--- src/design/ccpu_pkg.sv ---
// Purpose: shared constants for the compare/pwm unit and its timer-side partner
// Assumes: 8-bit register writes from software, 16-bit timer one count
// Notes: mode codes for toggle/set/clear/pwm follow the unit control register layout
package ccpu_pkg;
    // register indices on the avalon side of the partner end
    localparam logic [2:0] CCPU_REG_CONTROL = 3'h0;
    localparam logic [2:0] CCPU_REG_CMP_LOW = 3'h1;
    localparam logic [2:0] CCPU_REG_CMP_HIGH = 3'h2;
    localparam logic [2:0] CCPU_REG_PERIOD = 3'h3;
    localparam logic [2:0] CCPU_REG_TIMER_CTRL = 3'h4;
    localparam logic [2:0] CCPU_REG_STATUS = 3'h5;
    localparam logic [2:0] CCPU_REG_TIMER_LOW = 3'h6;
    localparam logic [2:0] CCPU_REG_TIMER_HIGH = 3'h7;
    // unit control fields
    localparam int CCPU_MODE_LSB = 0;
    localparam int CCPU_DUTY_LSB = 4;
    localparam logic [7:0] CCPU_CONTROL_RESET = 8'h00;
    // action mode encodings
    localparam logic [3:0] CCPU_MODE_OFF = 4'h0;
    localparam logic [3:0] CCPU_MODE_TOGGLE = 4'h2;
    localparam logic [3:0] CCPU_MODE_SET = 4'h8;
    localparam logic [3:0] CCPU_MODE_CLEAR = 4'h9;
    localparam logic [3:0] CCPU_MODE_SWINT = 4'hA;
    localparam logic [3:0] CCPU_MODE_TRIGGER = 4'hB;
    localparam logic [1:0] CCPU_MODE_PWM_TOP = 2'h3;
    // status fields
    localparam int CCPU_ST_MATCH = 0;
    localparam int CCPU_ST_OVF = 1;
    localparam int CCPU_ST_ADC = 2;
    localparam int CCPU_ST_PIN = 3;
    // timer control fields
    localparam int CCPU_TC_T1_ON = 0;
    localparam int CCPU_TC_PT_ON = 1;
    localparam int CCPU_TC_ADC_EN = 2;
    localparam int CCPU_TC_T1_DIV_LSB = 4;
endpackage

--- src/design/ccpu_link_if.sv ---
// Purpose: link between the unit and its timer/adc/pin partner
// Assumes: single clock domain
// Notes: unit drives pin ownership, trigger and flag; partner drives counts and registers
`timescale 1ns/10ps
`default_nettype none
interface ccpu_link_if;
    logic [7:0] unit_control;
    logic [7:0] compare_value_low;
    logic [7:0] compare_value_high;
    logic [7:0] period_register;
    logic [15:0] timer_one_count;
    logic timer_one_tick;
    logic [7:0] period_timer_count;
    logic [1:0] period_timer_sub;
    logic period_timer_wrap;
    logic match_interrupt_flag;
    logic special_event_trigger;
    logic timer_one_reset;
    logic pin_owned;
    logic pin_level;
    modport unit (input unit_control, input compare_value_low, input compare_value_high,
        input period_register, input timer_one_count, input timer_one_tick, input period_timer_count,
        input period_timer_sub, input period_timer_wrap, output match_interrupt_flag,
        output special_event_trigger, output timer_one_reset, output pin_owned, output pin_level);
    modport partner (output unit_control, output compare_value_low, output compare_value_high,
        output period_register, output timer_one_count, output timer_one_tick, output period_timer_count,
        output period_timer_sub, output period_timer_wrap, input match_interrupt_flag,
        input special_event_trigger, input timer_one_reset, input pin_owned, input pin_level);
endinterface
`default_nettype wire

--- src/design/ccpu_prescaler.sv ---
// Purpose: free-running divider producing a one-cycle tick every div+1 clocks
// Assumes: div is stable while enabled
// Notes: used for timer one only; the period timer steps every clock
`timescale 1ns/10ps
`default_nettype none
module ccpu_prescaler
    import ccpu_pkg::*;
#(
    parameter int W = 4
) (
    input wire logic clk,
    input wire logic nrst,
    input wire logic enable,
    input wire logic [W-1:0] div,
    output logic tick
);
    typedef struct packed {
        logic [W-1:0] cnt;
    } ccpu_ps_state_t;
    ccpu_ps_state_t st, next_st;
    // count up to div, then tick and restart
    always_comb begin
        next_st = st;
        tick = 1'b0;
        if (!enable) begin
            next_st.cnt = '0;
        end else if (st.cnt == div) begin
            next_st.cnt = '0;
            tick = 1'b1;
        end else begin
            next_st.cnt = st.cnt + 1'b1;
        end
    end
    always_ff @(posedge clk or negedge nrst) begin
        if (!nrst) begin
            st <= '0;
        end else begin
            st <= next_st;
        end
    end
endmodule
`default_nettype wire

--- src/design/ccpu_partner.sv ---
// Purpose: partner end: software registers over avalon, timer one, period timer, adc trigger, pin
// Assumes: software follows the setup order for pin direction and timer modes
// Notes: writes take no wait state, reads wait while the data changes; waitrequest low whenever idle
`timescale 1ns/10ps
`default_nettype none
module ccpu_partner
    import ccpu_pkg::*;
(
    input wire logic clk,
    input wire logic nrst,
    ccpu_link_if.partner link,
    input wire logic [2:0] avs_address,
    input wire logic avs_read,
    input wire logic avs_write,
    input wire logic [31:0] avs_writedata,
    output logic [31:0] avs_readdata,
    output logic avs_waitrequest,
    output logic adc_start,
    output logic pin_out,
    output logic pin_oe_n
);
    typedef struct packed {
        logic [7:0] control;
        logic [7:0] cmp_low;
        logic [7:0] cmp_high;
        logic [7:0] period;
        logic [7:0] tctrl;
        logic [1:0] flags;
        logic adc_req;
        logic [15:0] t1;
        logic [7:0] pt;
        logic [1:0] pt_sub;
        logic [31:0] rdata;
    } ccpu_part_state_t;
    ccpu_part_state_t st, next_st;
    logic t1_tick;
    logic pt_tick;
    logic pt_wrap;
    logic adc_pulse;
    // timer one prescale (one tick per instruction-rate step)
    ccpu_prescaler #(.W(4)) ccpu_prescaler_i (
        .clk(clk), .nrst(nrst), .enable(st.tctrl[CCPU_TC_T1_ON]),
        .div(st.tctrl[CCPU_TC_T1_DIV_LSB +: 4]), .tick(t1_tick));
    // period timer time base advances every clock (1:1 prescale)
    assign pt_tick = st.tctrl[CCPU_TC_PT_ON];
    assign pt_wrap = pt_tick && (st.pt == st.period) && (st.pt_sub == 2'h3);
    assign adc_pulse = link.special_event_trigger && st.tctrl[CCPU_TC_ADC_EN];
    // register, timer and flag next state
    always_comb begin
        next_st = st;
        if (avs_write) begin
            case (avs_address)
                CCPU_REG_CONTROL: next_st.control = avs_writedata[7:0];
                CCPU_REG_CMP_LOW: next_st.cmp_low = avs_writedata[7:0];
                CCPU_REG_CMP_HIGH: next_st.cmp_high = avs_writedata[7:0];
                CCPU_REG_PERIOD: next_st.period = avs_writedata[7:0];
                CCPU_REG_TIMER_CTRL: next_st.tctrl = avs_writedata[7:0];
                CCPU_REG_STATUS: next_st.flags = st.flags & ~avs_writedata[1:0];
                default: next_st.adc_req = st.adc_req;
            endcase
        end
        // timer one: trigger reset on its own tick, never setting the overflow flag
        if (link.timer_one_reset) begin
            next_st.t1 = '0;
        end else if (t1_tick) begin
            next_st.t1 = st.t1 + 16'h0001;
            if (st.t1 == 16'hFFFF) begin
                next_st.flags[CCPU_ST_OVF] = 1'b1;
            end
        end
        // period timer with 2-bit sub count forming the 10-bit base
        if (pt_wrap) begin
            next_st.pt = '0;
            next_st.pt_sub = '0;
        end else if (pt_tick) begin
            next_st.pt_sub = st.pt_sub + 2'h1;
            if (st.pt_sub == 2'h3) begin
                next_st.pt = st.pt + 8'h01;
            end
        end
        // hardware sets win over software clears
        if (link.match_interrupt_flag) begin
            next_st.flags[CCPU_ST_MATCH] = 1'b1;
        end
        if (adc_pulse) begin
            next_st.adc_req = ~st.adc_req;
        end
        case (avs_address)
            CCPU_REG_CONTROL: next_st.rdata = {24'h000000, st.control};
            CCPU_REG_CMP_LOW: next_st.rdata = {24'h000000, st.cmp_low};
            CCPU_REG_CMP_HIGH: next_st.rdata = {24'h000000, st.cmp_high};
            CCPU_REG_PERIOD: next_st.rdata = {24'h000000, st.period};
            CCPU_REG_TIMER_CTRL: next_st.rdata = {24'h000000, st.tctrl};
            CCPU_REG_STATUS: next_st.rdata = {28'h0000000, link.pin_level, st.adc_req, st.flags};
            CCPU_REG_TIMER_LOW: next_st.rdata = {24'h000000, st.t1[7:0]};
            default: next_st.rdata = {24'h000000, st.t1[15:8]};
        endcase
    end
    always_ff @(posedge clk or negedge nrst) begin
        if (!nrst) begin
            st <= '0;
        end else begin
            st <= next_st;
        end
    end
    // drive the link and the avalon answer
    assign link.unit_control = st.control;
    assign link.compare_value_low = st.cmp_low;
    assign link.compare_value_high = st.cmp_high;
    assign link.period_register = st.period;
    assign link.timer_one_count = st.t1;
    assign link.timer_one_tick = t1_tick;
    assign link.period_timer_count = st.pt;
    assign link.period_timer_sub = st.pt_sub;
    assign link.period_timer_wrap = pt_wrap;
    assign avs_waitrequest = avs_read && (st.rdata != next_st.rdata);
    assign avs_readdata = st.rdata;
    assign adc_start = adc_pulse;
    // pin shows unit level when owned, else port low; enable is active low
    assign pin_out = link.pin_owned ? link.pin_level : 1'b0;
    assign pin_oe_n = 1'b0;
endmodule
`default_nettype wire

--- src/flat_wrapper.sv ---
// flat-port wrapper written by rule: the top's interface ports become plain ports
module ccpu_partner_flat import ccpu_pkg::*;
  (clk, nrst, avs_address, avs_read, avs_write, avs_writedata, avs_readdata, avs_waitrequest, adc_start, pin_out, pin_oe_n, link_unit_control, link_compare_value_low, link_compare_value_high, link_period_register, link_timer_one_count, link_timer_one_tick, link_period_timer_count, link_period_timer_sub, link_period_timer_wrap, link_match_interrupt_flag, link_special_event_trigger, link_timer_one_reset, link_pin_owned, link_pin_level);
  ccpu_link_if link_i ();
  input wire logic clk;
  input wire logic nrst;
  input wire logic [2:0] avs_address;
  input wire logic avs_read;
  input wire logic avs_write;
  input wire logic [31:0] avs_writedata;
  output logic [31:0] avs_readdata;
  output logic avs_waitrequest;
  output logic adc_start;
  output logic pin_out;
  output logic pin_oe_n;
  output wire logic [$bits(link_i.unit_control)-1:0] link_unit_control;
  output wire logic [$bits(link_i.compare_value_low)-1:0] link_compare_value_low;
  output wire logic [$bits(link_i.compare_value_high)-1:0] link_compare_value_high;
  output wire logic [$bits(link_i.period_register)-1:0] link_period_register;
  output wire logic [$bits(link_i.timer_one_count)-1:0] link_timer_one_count;
  output wire logic [$bits(link_i.timer_one_tick)-1:0] link_timer_one_tick;
  output wire logic [$bits(link_i.period_timer_count)-1:0] link_period_timer_count;
  output wire logic [$bits(link_i.period_timer_sub)-1:0] link_period_timer_sub;
  output wire logic [$bits(link_i.period_timer_wrap)-1:0] link_period_timer_wrap;
  input wire logic [$bits(link_i.match_interrupt_flag)-1:0] link_match_interrupt_flag;
  input wire logic [$bits(link_i.special_event_trigger)-1:0] link_special_event_trigger;
  input wire logic [$bits(link_i.timer_one_reset)-1:0] link_timer_one_reset;
  input wire logic [$bits(link_i.pin_owned)-1:0] link_pin_owned;
  input wire logic [$bits(link_i.pin_level)-1:0] link_pin_level;
  assign link_unit_control = link_i.unit_control;
  assign link_compare_value_low = link_i.compare_value_low;
  assign link_compare_value_high = link_i.compare_value_high;
  assign link_period_register = link_i.period_register;
  assign link_timer_one_count = link_i.timer_one_count;
  assign link_timer_one_tick = link_i.timer_one_tick;
  assign link_period_timer_count = link_i.period_timer_count;
  assign link_period_timer_sub = link_i.period_timer_sub;
  assign link_period_timer_wrap = link_i.period_timer_wrap;
  assign link_i.match_interrupt_flag = link_match_interrupt_flag;
  assign link_i.special_event_trigger = link_special_event_trigger;
  assign link_i.timer_one_reset = link_timer_one_reset;
  assign link_i.pin_owned = link_pin_owned;
  assign link_i.pin_level = link_pin_level;
  ccpu_partner u_core (.clk(clk), .nrst(nrst), .link(link_i), .avs_address(avs_address), .avs_read(avs_read), .avs_write(avs_write), .avs_writedata(avs_writedata), .avs_readdata(avs_readdata), .avs_waitrequest(avs_waitrequest), .adc_start(adc_start), .pin_out(pin_out), .pin_oe_n(pin_oe_n));
endmodule
--- config.mk ---
export PLATFORM = sky130hd
export DESIGN_NAME = ccpu_partner_flat
export DESIGN_NICKNAME = d
export VERILOG_FILES = /design/src/design/ccpu_pkg.sv /design/src/design/ccpu_link_if.sv /design/src/design/ccpu_prescaler.sv /design/src/design/ccpu_partner.sv /design/src/flat_wrapper.sv
export SDC_FILE = /design/constraint.sdc
export NUM_CORES = 1
export LEC_CHECK = 0
export BUFFER_PORTS_ARGS = -buffer_cell sky130_fd_sc_hd__clkbuf_2
export CAP_MARGIN = 40
export CORE_MARGIN = 3
export CORE_UTILIZATION = 55
export CTS_BUF_LIST = sky130_fd_sc_hd__clkbuf_8
export DETAILED_ROUTE_END_ITERATION = 8
export GPL_TIMING_DRIVEN = 0
export PLACE_DENSITY_LB_ADDON = 0.12
export RECOVER_POWER = 25
export REMOVE_ABC_BUFFERS = 1
export SYNTH_ARGS = -nofsm -noshare
export SYNTH_HDL_FRONTEND = slang
export SYNTH_SLANG_ARGS = --single-unit
--- constraint.sdc ---
create_clock -name clk -period 3.8 [get_ports clk]
set_input_delay 0.57 -clock clk [delete_from_list [all_inputs] [get_ports clk]]
set_output_delay 0.57 -clock clk [all_outputs]
set_load 0.03 [all_outputs]
==> results of run 1 <==
==> flip-flops by register name (all words and copies together), names as in the netlist <==
name and flops:
u_core.link.timer_one_count 16, u_core.st 10, u_core.avs_readdata 8, u_core.link.compare_value_high 8, u_core.link.compare_value_low 8, u_core.link.period_register 8
u_core.link.period_timer_count 8, u_core.link.unit_control 8, u_core.ccpu_prescaler_i.st 4, u_core.link.period_timer_sub 2, u_core.pt_tick 1
==> worst paths after layout <==
kind	from	to	slack [ns]	depth (start not counted)
worst max-delay path	avs_address[2]	avs_waitrequest	0.31	8
worst min-delay path	link_match_interrupt_flag	u_core.st[59]$_DFFE_PN0P_	0.43	2
worst max register to register	u_core.st[66]$_DFFE_PN0P_	u_core.link.timer_one_count[15]$_DFFE_PN0P_	1.67	6
worst min register to register	u_core.st[58]$_DFFE_PN0P_	u_core.st[58]$_DFFE_PN0P_	0.48	1
max in group asynchronous	nrst	u_core.link.period_timer_count[1]$_DFFE_PN0P_	0.82	2
min in group asynchronous	nrst	u_core.link.timer_one_count[13]$_DFFE_PN0P_	1.07	1
==> placed cells by master, fill, tap and decap left out, types with 3 or more instances in the layout <==
cell,count
a211oi_1,3
clkbuf_8,13
o22a_1,3
dfrtp_1,81
or3_1,7
nand4_1,8
nand2_1,14
a21oi_1,11
mux2_2,45
clkbuf_2,90
xor2_1,16
conb_1,25
ha_1,4
nand3_1,13
nor2_1,29
mux2i_1,6
nand3b_1,6
o21ai_0,12
and2_1,5
and4_1,3
mux4_1,3
xnor2_1,19
nor3_2,3
nand2b_1,5
inv_1,10
nor3_1,4
==> through the flow <==
stage	hold slack [ns]	utilization, %	setup WS (ns)
after detailed placement	0.4664	56.75	0.3043
after CTS	0.3159	59.07	0.2905
final	0.4323	58.84	0.3070
after floorplan	0.2744	-	1.023
after global routing	0.4482	58.84	0.1589
after global placement	0.4528	56.29	0.2819
==> cell families (layout without fill, tap and decap cells) <==
group | Yosys count | after routing | synth area share (%)
DFF | 81 | 81 | 42.67
adders and majority gates | 4 | 4 | 1.054
AOI/OAI and AO/OA | 42 | 42 | 5.715
xor gates and xnor gates | 36 | 36 | 6.795
muxes | 56 | 56 | 14.38
and+or+nand+nor | 110 | 110 | 12.80
buffers and inverters | 113 | 118 | 16.51
other | 1 | 25 | 0.07893
==> power groups by stage <==
stage | clock network, W | registers (W) | logic (W)
after detailed placement | 0 | 0.00120 | 0.000854
after global routing | 0.000657 | 0.00121 | 0.000910
final | 0.000610 | 0.00118 | 0.000841
after global placement | 0 | 0.00119 | 0.000832
after floorplan | 0 | 0.00139 | 0.000371
after CTS | 0.000619 | 0.00118 | 0.000856
==> layout make-up <==
type	instances	area (um^2)
Inverter	9	33.78
Clock inverter	3	13.76
Multi-Input combinational cell	273	2029
Tap cell	105	131.4
Sequential cell	81	2027
Fill cell	726	3416
Timing Repair Buffer	93	469.2
Clock buffer	13	178.9
==> worst reg2reg max path: stages, from the launching register on <==
cell and delay [ns]:
dfrtp_1 0.42, xor2_1 0.18, nor4_2 0.40, nand4_1 0.41, nor4_1 0.39, xnor2_1 0.16
nor2_1 0.05
==> per-layer routing <==
metal | up-vias | track usage, % | part of all wire [%]
li1 | 1465 | - | -
met1 | 1568 | 29.07 | 45
met2 | 105 | 33.16 | 47
met3 | 11 | 5.591 | 6.7
met4 | 0 | 6.303 | 1.4
met5 | - | 0 | 0
==> metrics.yaml, run 1 <==
route:
  vias: 3149
  first_pass_iters: 5
  vias_per_cell: 5.458
  wl_per_cell_um: 17.27
  remaining_drc_errors: 0
  final_antenna_net_count: 0
  routed_wl_um: 9965
  drtIter0Drc: 100
clocking:
  post_cts_buffers: 0
  insertion_delay_ns: 0.35
  numCtsBuffers: 9
  holdBufCountCts: 0
  path_clk_slew_ns: 0.08
  clock_path_buffers: 2
  cts_resized: 0
  clock-sinks: 81
  cts_tree: "built"
  cts_root_buf: "clkbuf_8"
  htreeDepth: 3
status:
  violations: "capacitance limit, slew limit"
  status: "finished with violations"
pwr:
  power_leakage_nw: 2.294
  power_w: 0.002632
  p_int_w: 0.001631
  switching_share_pct: 38.04
  power_density_nw_per_um2: 538.9
  pwr-share-seq_pct: 44.9
  p_comb_share_pct: 31.9
  power.share.clock_pct: 23.2
  switching_power_w: 0.001001
  peakVddDrop_v: 0.0004158
setup_path:
  endpoint_kind: "output pin"
  cp_common_cell: "clkbuf_2"
  start_kind: "input pin"
  critPathBufInv: 2
  slowest_delay_ns: 0.75
  cp.required_ns: 3.23
  arrival_ns: 2.92
  path_class: "input pin to output pin"
  path_delay_family: "simple AND/OR/NAND/NOR gates"
  crit_path_top_delay_cell: "or4b_2"
  crit_chain: "clkbuf_2 > or4b_2 > o221ai_1 > o22a_1 > xnor2_1 > nand3_1 > o41a_1 > clkbuf_2"
  worstPathMaxFanout: 33
global_routing:
  grt_pass1_vias: 3130
  grt_use_total_pct: 21.19
  grt_pass1_wl_um: 16170
  grt.overflow.total: 0
  grt_max_degree: 52
  antenna_found_initial: 0
floorplan:
  die_x_um: 98.94
  fp.dieH_um: 98.94
  num_io_pins: 140
  die_area_um2: 9789
  initial_core_util_pct: 57.24
  coreArea_um2: 8299
  rows: 33
cells_and_area:
  final_area_um2: 4883
  drive_above_1_share_pct: 34.75
  fin_cells: 577
  area_delta_synth_final_pct: 2.792
  fin_nets: 515
  diodes: 0
sta:
  fin_skew_ns: 0.006290
  fmax_mhz: 286.3
  setup_viol: 0
  finalCriticalPeriod_ns: 3.493
  setup_tns_ns: 0
  hold_violations: 0
  maxSlewHeadroom_pct: -81.24
  rsz0062_at_grt: "false"
  final-max-slew-violation-count: 52
  period_share_pct: 91.92
  max_slew.worst_pin.slew_ns: 2.719
synth:
  synth_common_cells: "buf_4 (92), dfrtp_1 (81), mux2_2 (45)"
  yosysSeqAreaShare_pct: 42.67
  synth_top_area_share_pct: 42.67
  postSynthCellCount: 443
  synthMostInstantiatedCell: "buf_4"
  ys_warn_count: 0
  synth_flop_cell: "dfrtp_1"
  synth_edf_count: 0
  yosys.area.top_type: "dfrtp_1"
  yosysUniqueCellTypes: 49
  async_reset_ff_share_pct: 100.0
  synthTopCellsByArea: "dfrtp_1 (43%), buf_4 (15%), mux2_2 (11%)"
  ys_ff_latch: 81
  syn_area_um2: 4751
  synth_area_per_cell_um2: 10.72
placement:
  place_area_um2: 4710
  dpl.cell_count: 561
  gp_congestion: 0.8352
  hpwlAfterDp_um: 7413
  io_buffers: 90
job:
  drv_cap: 1
hold_path:
  hp-class: "input pin to flop"
Power figures use the tool's default switching activity.
==> run 2: changes to the inputs <==
--- a/config.mk
+++ b/config.mk
@@ -5,12 +5,12 @@
 export SDC_FILE = /design/constraint.sdc
 export NUM_CORES = 1
 export LEC_CHECK = 0
-export BUFFER_PORTS_ARGS = -buffer_cell sky130_fd_sc_hd__clkbuf_2
 export CAP_MARGIN = 40
 export CORE_MARGIN = 3
 export CORE_UTILIZATION = 55
-export CTS_BUF_LIST = sky130_fd_sc_hd__clkbuf_8
+export CTS_BUF_LIST = sky130_fd_sc_hd__clkbuf_16
 export DETAILED_ROUTE_END_ITERATION = 8
+export DONT_BUFFER_PORTS = 1
 export GPL_TIMING_DRIVEN = 0
 export PLACE_DENSITY_LB_ADDON = 0.12
 export RECOVER_POWER = 25
==> run 2 against run 1 <==
  * The run still ends with capacitance limit, slew limit left
  * Critical path depth down 2
  * Core utilization is 4.0 points lower
  * Global-route usage increased by 0.69 points
  * Clock power is 47% higher
  * Clock skew fell by 0.0018 ns
  * Die area unchanged
  * Sequential power rose by 22%
  * Final cell count down 15%
  * Combinational power down 47%
  * Non-clock buffer count is 89 lower
  * Routed wire length increased by 2.5%
  * Via count shrank 9.5%
  * Critical path type is now flop to output pin
  * Largest cell class unchanged
  * Largest power group unchanged
==> metrics.yaml, run 2 (synthesized netlist as in run 1, its figures left out) <==
floorplan:
  num_io_pins: 140
  initial_core_util_pct: 57.24
  rows: 33
  die_area_um2: 9789
  coreArea_um2: 8299
  fp.dieH_um: 98.94
  die_x_um: 98.94
setup_path:
  crit_end: "avs_waitrequest"
  rr_startpoint: "u_core.link.period_register[3]$_DFFE_PN0P_"
  cp.required_ns: 3.23
  arrival_ns: 2.67
  rrSetupSlack_ns: 1.51
  r2r_cells: 6
  critPathLaunch: "u_core.link.unit_control[7]$_DFFE_PN0P_"
  path_class: "flop to output pin"
  reg2reg_to: "u_core.link.period_timer_sub[0]$_DFFE_PN0P_"
  worstPathMaxFanout: 3
  start_kind: "flop"
  endpoint_kind: "output pin"
clocking:
  cts_resized: 0
  numCtsBuffers: 9
  clock-sinks: 81
  post_cts_buffers: 0
  cts_tree: "built"
  insertion_delay_ns: 0.33
  cts_root_buf: "clkbuf_16"
  clock_path_buffers: 2
  path_clk_slew_ns: 0.06
  htreeDepth: 3
sta:
  setup_tns_ns: 0
  fmax_mhz: 308.4
  fin_skew_ns: 0.004441
  final-max-slew-violation-count: 82
  setup_viol: 0
  period_share_pct: 85.32
  maxSlewHeadroom_pct: -36.79
  hold_violations: 0
  finalCriticalPeriod_ns: 3.242
  max_slew.worst_pin.slew_ns: 2.052
  rsz0062_at_grt: "false"
  holdWs_ns: 0.2909
route:
  drtIter0Drc: 101
  routed_wl_um: 10220
  vias: 2851
  wl_per_cell_um: 20.93
  first_pass_iters: 4
  remaining_drc_errors: 0
  vias_per_cell: 5.842
  final_antenna_net_count: 0
cells_and_area:
  final_common_cell: "dfrtp_1"
  fin_nets: 426
  drive_above_1_share_pct: 18.85
  layout_common_cells: "dfrtp_1 (81), mux2_2 (45), nor2_1 (29), conb_1 (25), xnor2_1 (19)"
  largest_reg_flops: 16
  multi_input_area_um2: 2029
  fillers: 735
  area_delta_synth_final_pct: -4.240
  seqCellArea_um2: 2027
pwr:
  power_density_nw_per_um2: 610.9
  power_w: 0.002779
  peakVddDrop_v: 0.0003726
  power_leakage_nw: 1.956
hold_path:
  hp-class: "input pin to flop"
  hp-start: "link_timer_one_reset"
global_routing:
  grt.overflow.total: 0
  grt_pass1_vias: 2852
  grt_max_degree: 82
  grt_use_total_pct: 21.88
  antenna_found_initial: 0
  grt_pass1_wl_um: 16330
placement:
  io_buffers: 0
  hpwlAfterDp_um: 7244
  gp_congestion: 0.8352
job:
  drv_cap: 1
status:
  status: "finished with violations"
  violations: "capacitance limit, slew limit"
run 2: cell type report:
cell class,count,area share (%)
clock buffers,9,4.950
diodes,1,0.05501
inverters,9,0.7426
clock inverters,6,1.650
repair buffers,4,0.5501
multi-input cells,273,44.61
well taps,105,2.888
flip-flops and latches,81,44.55
run 2: worst min-delay path by stage:
stage | endpoint | slack, ns | depth (start not counted)
floorplan | u_core.avs_readdata[0]$_DFF_PN0_ | 0.27 | 0
CTS | u_core.avs_readdata[3]$_DFF_PN0_ | 0.16 | 1
detailed placement | u_core.avs_readdata[7]$_DFF_PN0_ | 0.28 | 0
global placement | u_core.avs_readdata[7]$_DFF_PN0_ | 0.28 | 0
finish | u_core.link.timer_one_count[5]$_DFFE_PN0P_ | 0.29 | 1
global route | u_core.link.timer_one_count[7]$_DFFE_PN0P_ | 0.27 | 1
run 2: metrics by stage:
| step | utilization, % | cells | area [um^2] | worst slack [ns] |
|---|---|---|---|---|
| finish | 54.82 | 488 | 4549 | 0.5578 |
| global placement | 50.87 | 468 | 4222 | 0.8298 |
| global route | 54.79 | 487 | 4547 | 0.4832 |
| detailed placement | 51.11 | 471 | 4242 | 0.7972 |
| CTS | 55.06 | 487 | 4569 | 0.5332 |
| floorplan | - | 363 | 4090 | 1.023 |
run 2: worst max-delay path, stage by stage (launching register included):
cell      delay [ns]
dfrtp_1         0.53
or4b_2          0.63
o221ai_1        0.13
o22a_1          0.25
xnor2_1         0.14
nand3_1         0.10
o41a_1          0.56
run 2: power breakdown:
group          total (W)  internal [W]  leakage, nW  switching, W
Sequential       0.00144       0.00101         1.02      0.000430
Combinational   0.000445      0.000225        0.783      0.000219
Clock           0.000894      0.000562        0.149      0.000331
Total            0.00278       0.00180         1.96      0.000980
run 2: layer usage:
layer	share of wire [%]	track usage, %
met5	0	0
met1	43	29.02
met4	1.7	8.088
met2	47	32.70
met3	8.1	8.351
run 2: timing repair:
action	4_1_cts	5_1_grt
endpoints found under the hold margin	81	0
setup endpoints to repair	0	0
hold buffers	1	0
==> run 3: changes to the inputs <==
--- a/config.mk
+++ b/config.mk
@@ -14,7 +14,6 @@
 export GPL_TIMING_DRIVEN = 0
 export PLACE_DENSITY_LB_ADDON = 0.12
 export RECOVER_POWER = 25
-export REMOVE_ABC_BUFFERS = 1
 export SYNTH_ARGS = -nofsm -noshare
 export SYNTH_HDL_FRONTEND = slang
 export SYNTH_SLANG_ARGS = --single-unit
==> run 3 against run 2 <==
  * The run still ends with capacitance limit, slew limit left
  * Critical path depth grew 1
  * Maximum frequency increased by 6.1%
  * Non-clock buffer count up 102
  * Via count rose by 11%
  * Highest routed layer unchanged
  * Setup slack better by 0.19 ns
  * Largest cell class unchanged
  * Global-route usage increased by 0.69 points
  * Sequential share of layout area is 6.4 points lower
  * Clock power increased by 7.5%
  * Sequential cell count is the same
  * Die area stayed put
  * Critical path type is now input pin to output pin
  * Core utilization grew 9.1 points
==> metrics.yaml, run 3 (synthesized netlist as in run 1, its figures left out) <==
floorplan:
  die_area_um2: 9789
  initial_core_util_pct: 57.24
  fp.dieH_um: 98.94
  num_io_pins: 140
  coreArea_um2: 8299
  die_x_um: 98.94
  rows: 33
route:
  wl_per_cell_um: 18.32
  remaining_drc_errors: 0
  vias_per_cell: 5.367
  final_antenna_net_count: 0
  drtIter0Drc: 147
  routed_wl_um: 10770
  vias: 3156
  first_pass_iters: 4
cells_and_area:
  diodes: 0
  multi_input_area_um2: 2029
  largest_reg_flops: 16
  final_common_cell: "buf_4"
  drive_above_1_share_pct: 35.20
  fillers: 686
  fin_cells: 588
  seqCellArea_um2: 2027
  fin_nets: 528
  area_delta_synth_final_pct: 11.72
  layout_common_cells: "buf_4 (93), dfrtp_1 (81), mux2_2 (45), nor2_1 (29), conb_1 (25)"
global_routing:
  grt_use_total_pct: 22.57
  grt_max_degree: 82
  grt_pass1_wl_um: 16990
  grt.overflow.total: 0
  grt_pass1_vias: 3067
  antenna_found_initial: 0
status:
  status: "finished with violations"
  violations: "capacitance limit, slew limit"
sta:
  fmax_mhz: 327.4
  fin_skew_ns: 0.008845
  final-max-slew-violation-count: 82
  finalCriticalPeriod_ns: 3.055
  hold_violations: 0
  setup_viol: 0
  maxSlewHeadroom_pct: -31.60
  max_slew.worst_pin.slew_ns: 1.974
  period_share_pct: 80.39
  fin_ws_ns: 0.7452
  setup_tns_ns: 0
  rsz0062_at_grt: "false"
  holdWs_ns: 0.3349
clocking:
  cts_tree: "built"
  cts_resized: 0
  numCtsBuffers: 9
  insertion_delay_ns: 0.33
  path_clk_slew_ns: 0.06
  htreeDepth: 3
  clock-sinks: 81
  cts_root_buf: "clkbuf_16"
  clock_path_buffers: 2
placement:
  dpl.cell_count: 573
  gp_congestion: 0.9285
  hpwlAfterDp_um: 7864
  io_buffers: 0
  pre_cts_ws_ns: 0.7616
setup_path:
  path_class: "input pin to output pin"
  rr_startpoint: "u_core.st[66]$_DFFE_PN0P_"
  cp.required_ns: 3.23
  critPathLaunch: "avs_address[0]"
  start_kind: "input pin"
  worstPathMaxFanout: 10
  arrival_ns: 2.48
  endpoint_kind: "output pin"
hold_path:
  hp-class: "input pin to flop"
  hp-start: "link_match_interrupt_flag"
pwr:
  power_w: 0.003072
  power_density_nw_per_um2: 578.8
  power_leakage_nw: 2.468
  peakVddDrop_v: 0.0003229
job:
  drv_cap: 1
run 3: timing repair:
item	CTS	global route
buffers inserted	0	0
hold endpoints to repair	81	0
hold buffers	1	0
run 3: metrics by stage:
step	util, %	area, um^2
floorplan	-	4841
global placement	59.91	4972
detailed placement	60.00	4980
CTS	64.22	5330
global route	63.95	5308
finish	63.95	5308
run 3: cell type report:
cell class              count  share of cell area, %
plain buffers             104                  14.14
inverters                   9                 0.6365
clock buffers               9                  4.243
well taps                 105                  2.475
clock inverters             5                  1.839
multi-input cells         273                  38.24
flip-flops and latches     81                  38.19
repair buffers              2                 0.2357
run 3: worst paths after layout:
check / endpoint / slack (ns) / cells past startpoint
min reg2reg: u_core.st[58]$_DFFE_PN0P_ / 0.47 / 1
max reg2reg: u_core.link.timer_one_count[6]$_DFFE_PN0P_ / 1.69 / 5
min in group asynchronous: u_core.link.unit_control[1]$_DFFE_PN0P_ / 0.79 / 1
max in group asynchronous: u_core.link.compare_value_low[0]$_DFFE_PN0P_ / 1.85 / 1
max: avs_waitrequest / 0.75 / 7
min: u_core.st[59]$_DFFE_PN0P_ / 0.33 / 1
run 3: layer usage:
layer	up-vias	global-route usage [%]	wire length [um]
met4	0	7.878	164
met5	-	0	0
met1	1527	32.15	4744
met3	12	4.600	906
li1	1494	-	-
met2	123	34.45	4954
run 3: report_power, final:
part | switching (W) | internal, W | total, W
Sequential | 0.000179 | 0.00102 | 0.00120
Combinational | 0.000523 | 0.000392 | 0.000916
Clock | 0.000331 | 0.000630 | 0.000961
Total | 0.00103 | 0.00204 | 0.00307
run 3: worst max-delay path, cell delays in order:
cell	delay, ns
buf_6	0.12
clkbuf_1	0.37
o22ai_1	0.16
a211oi_1	0.48
xnor2_1	0.18
o211ai_1	0.12
o41a_1	0.47
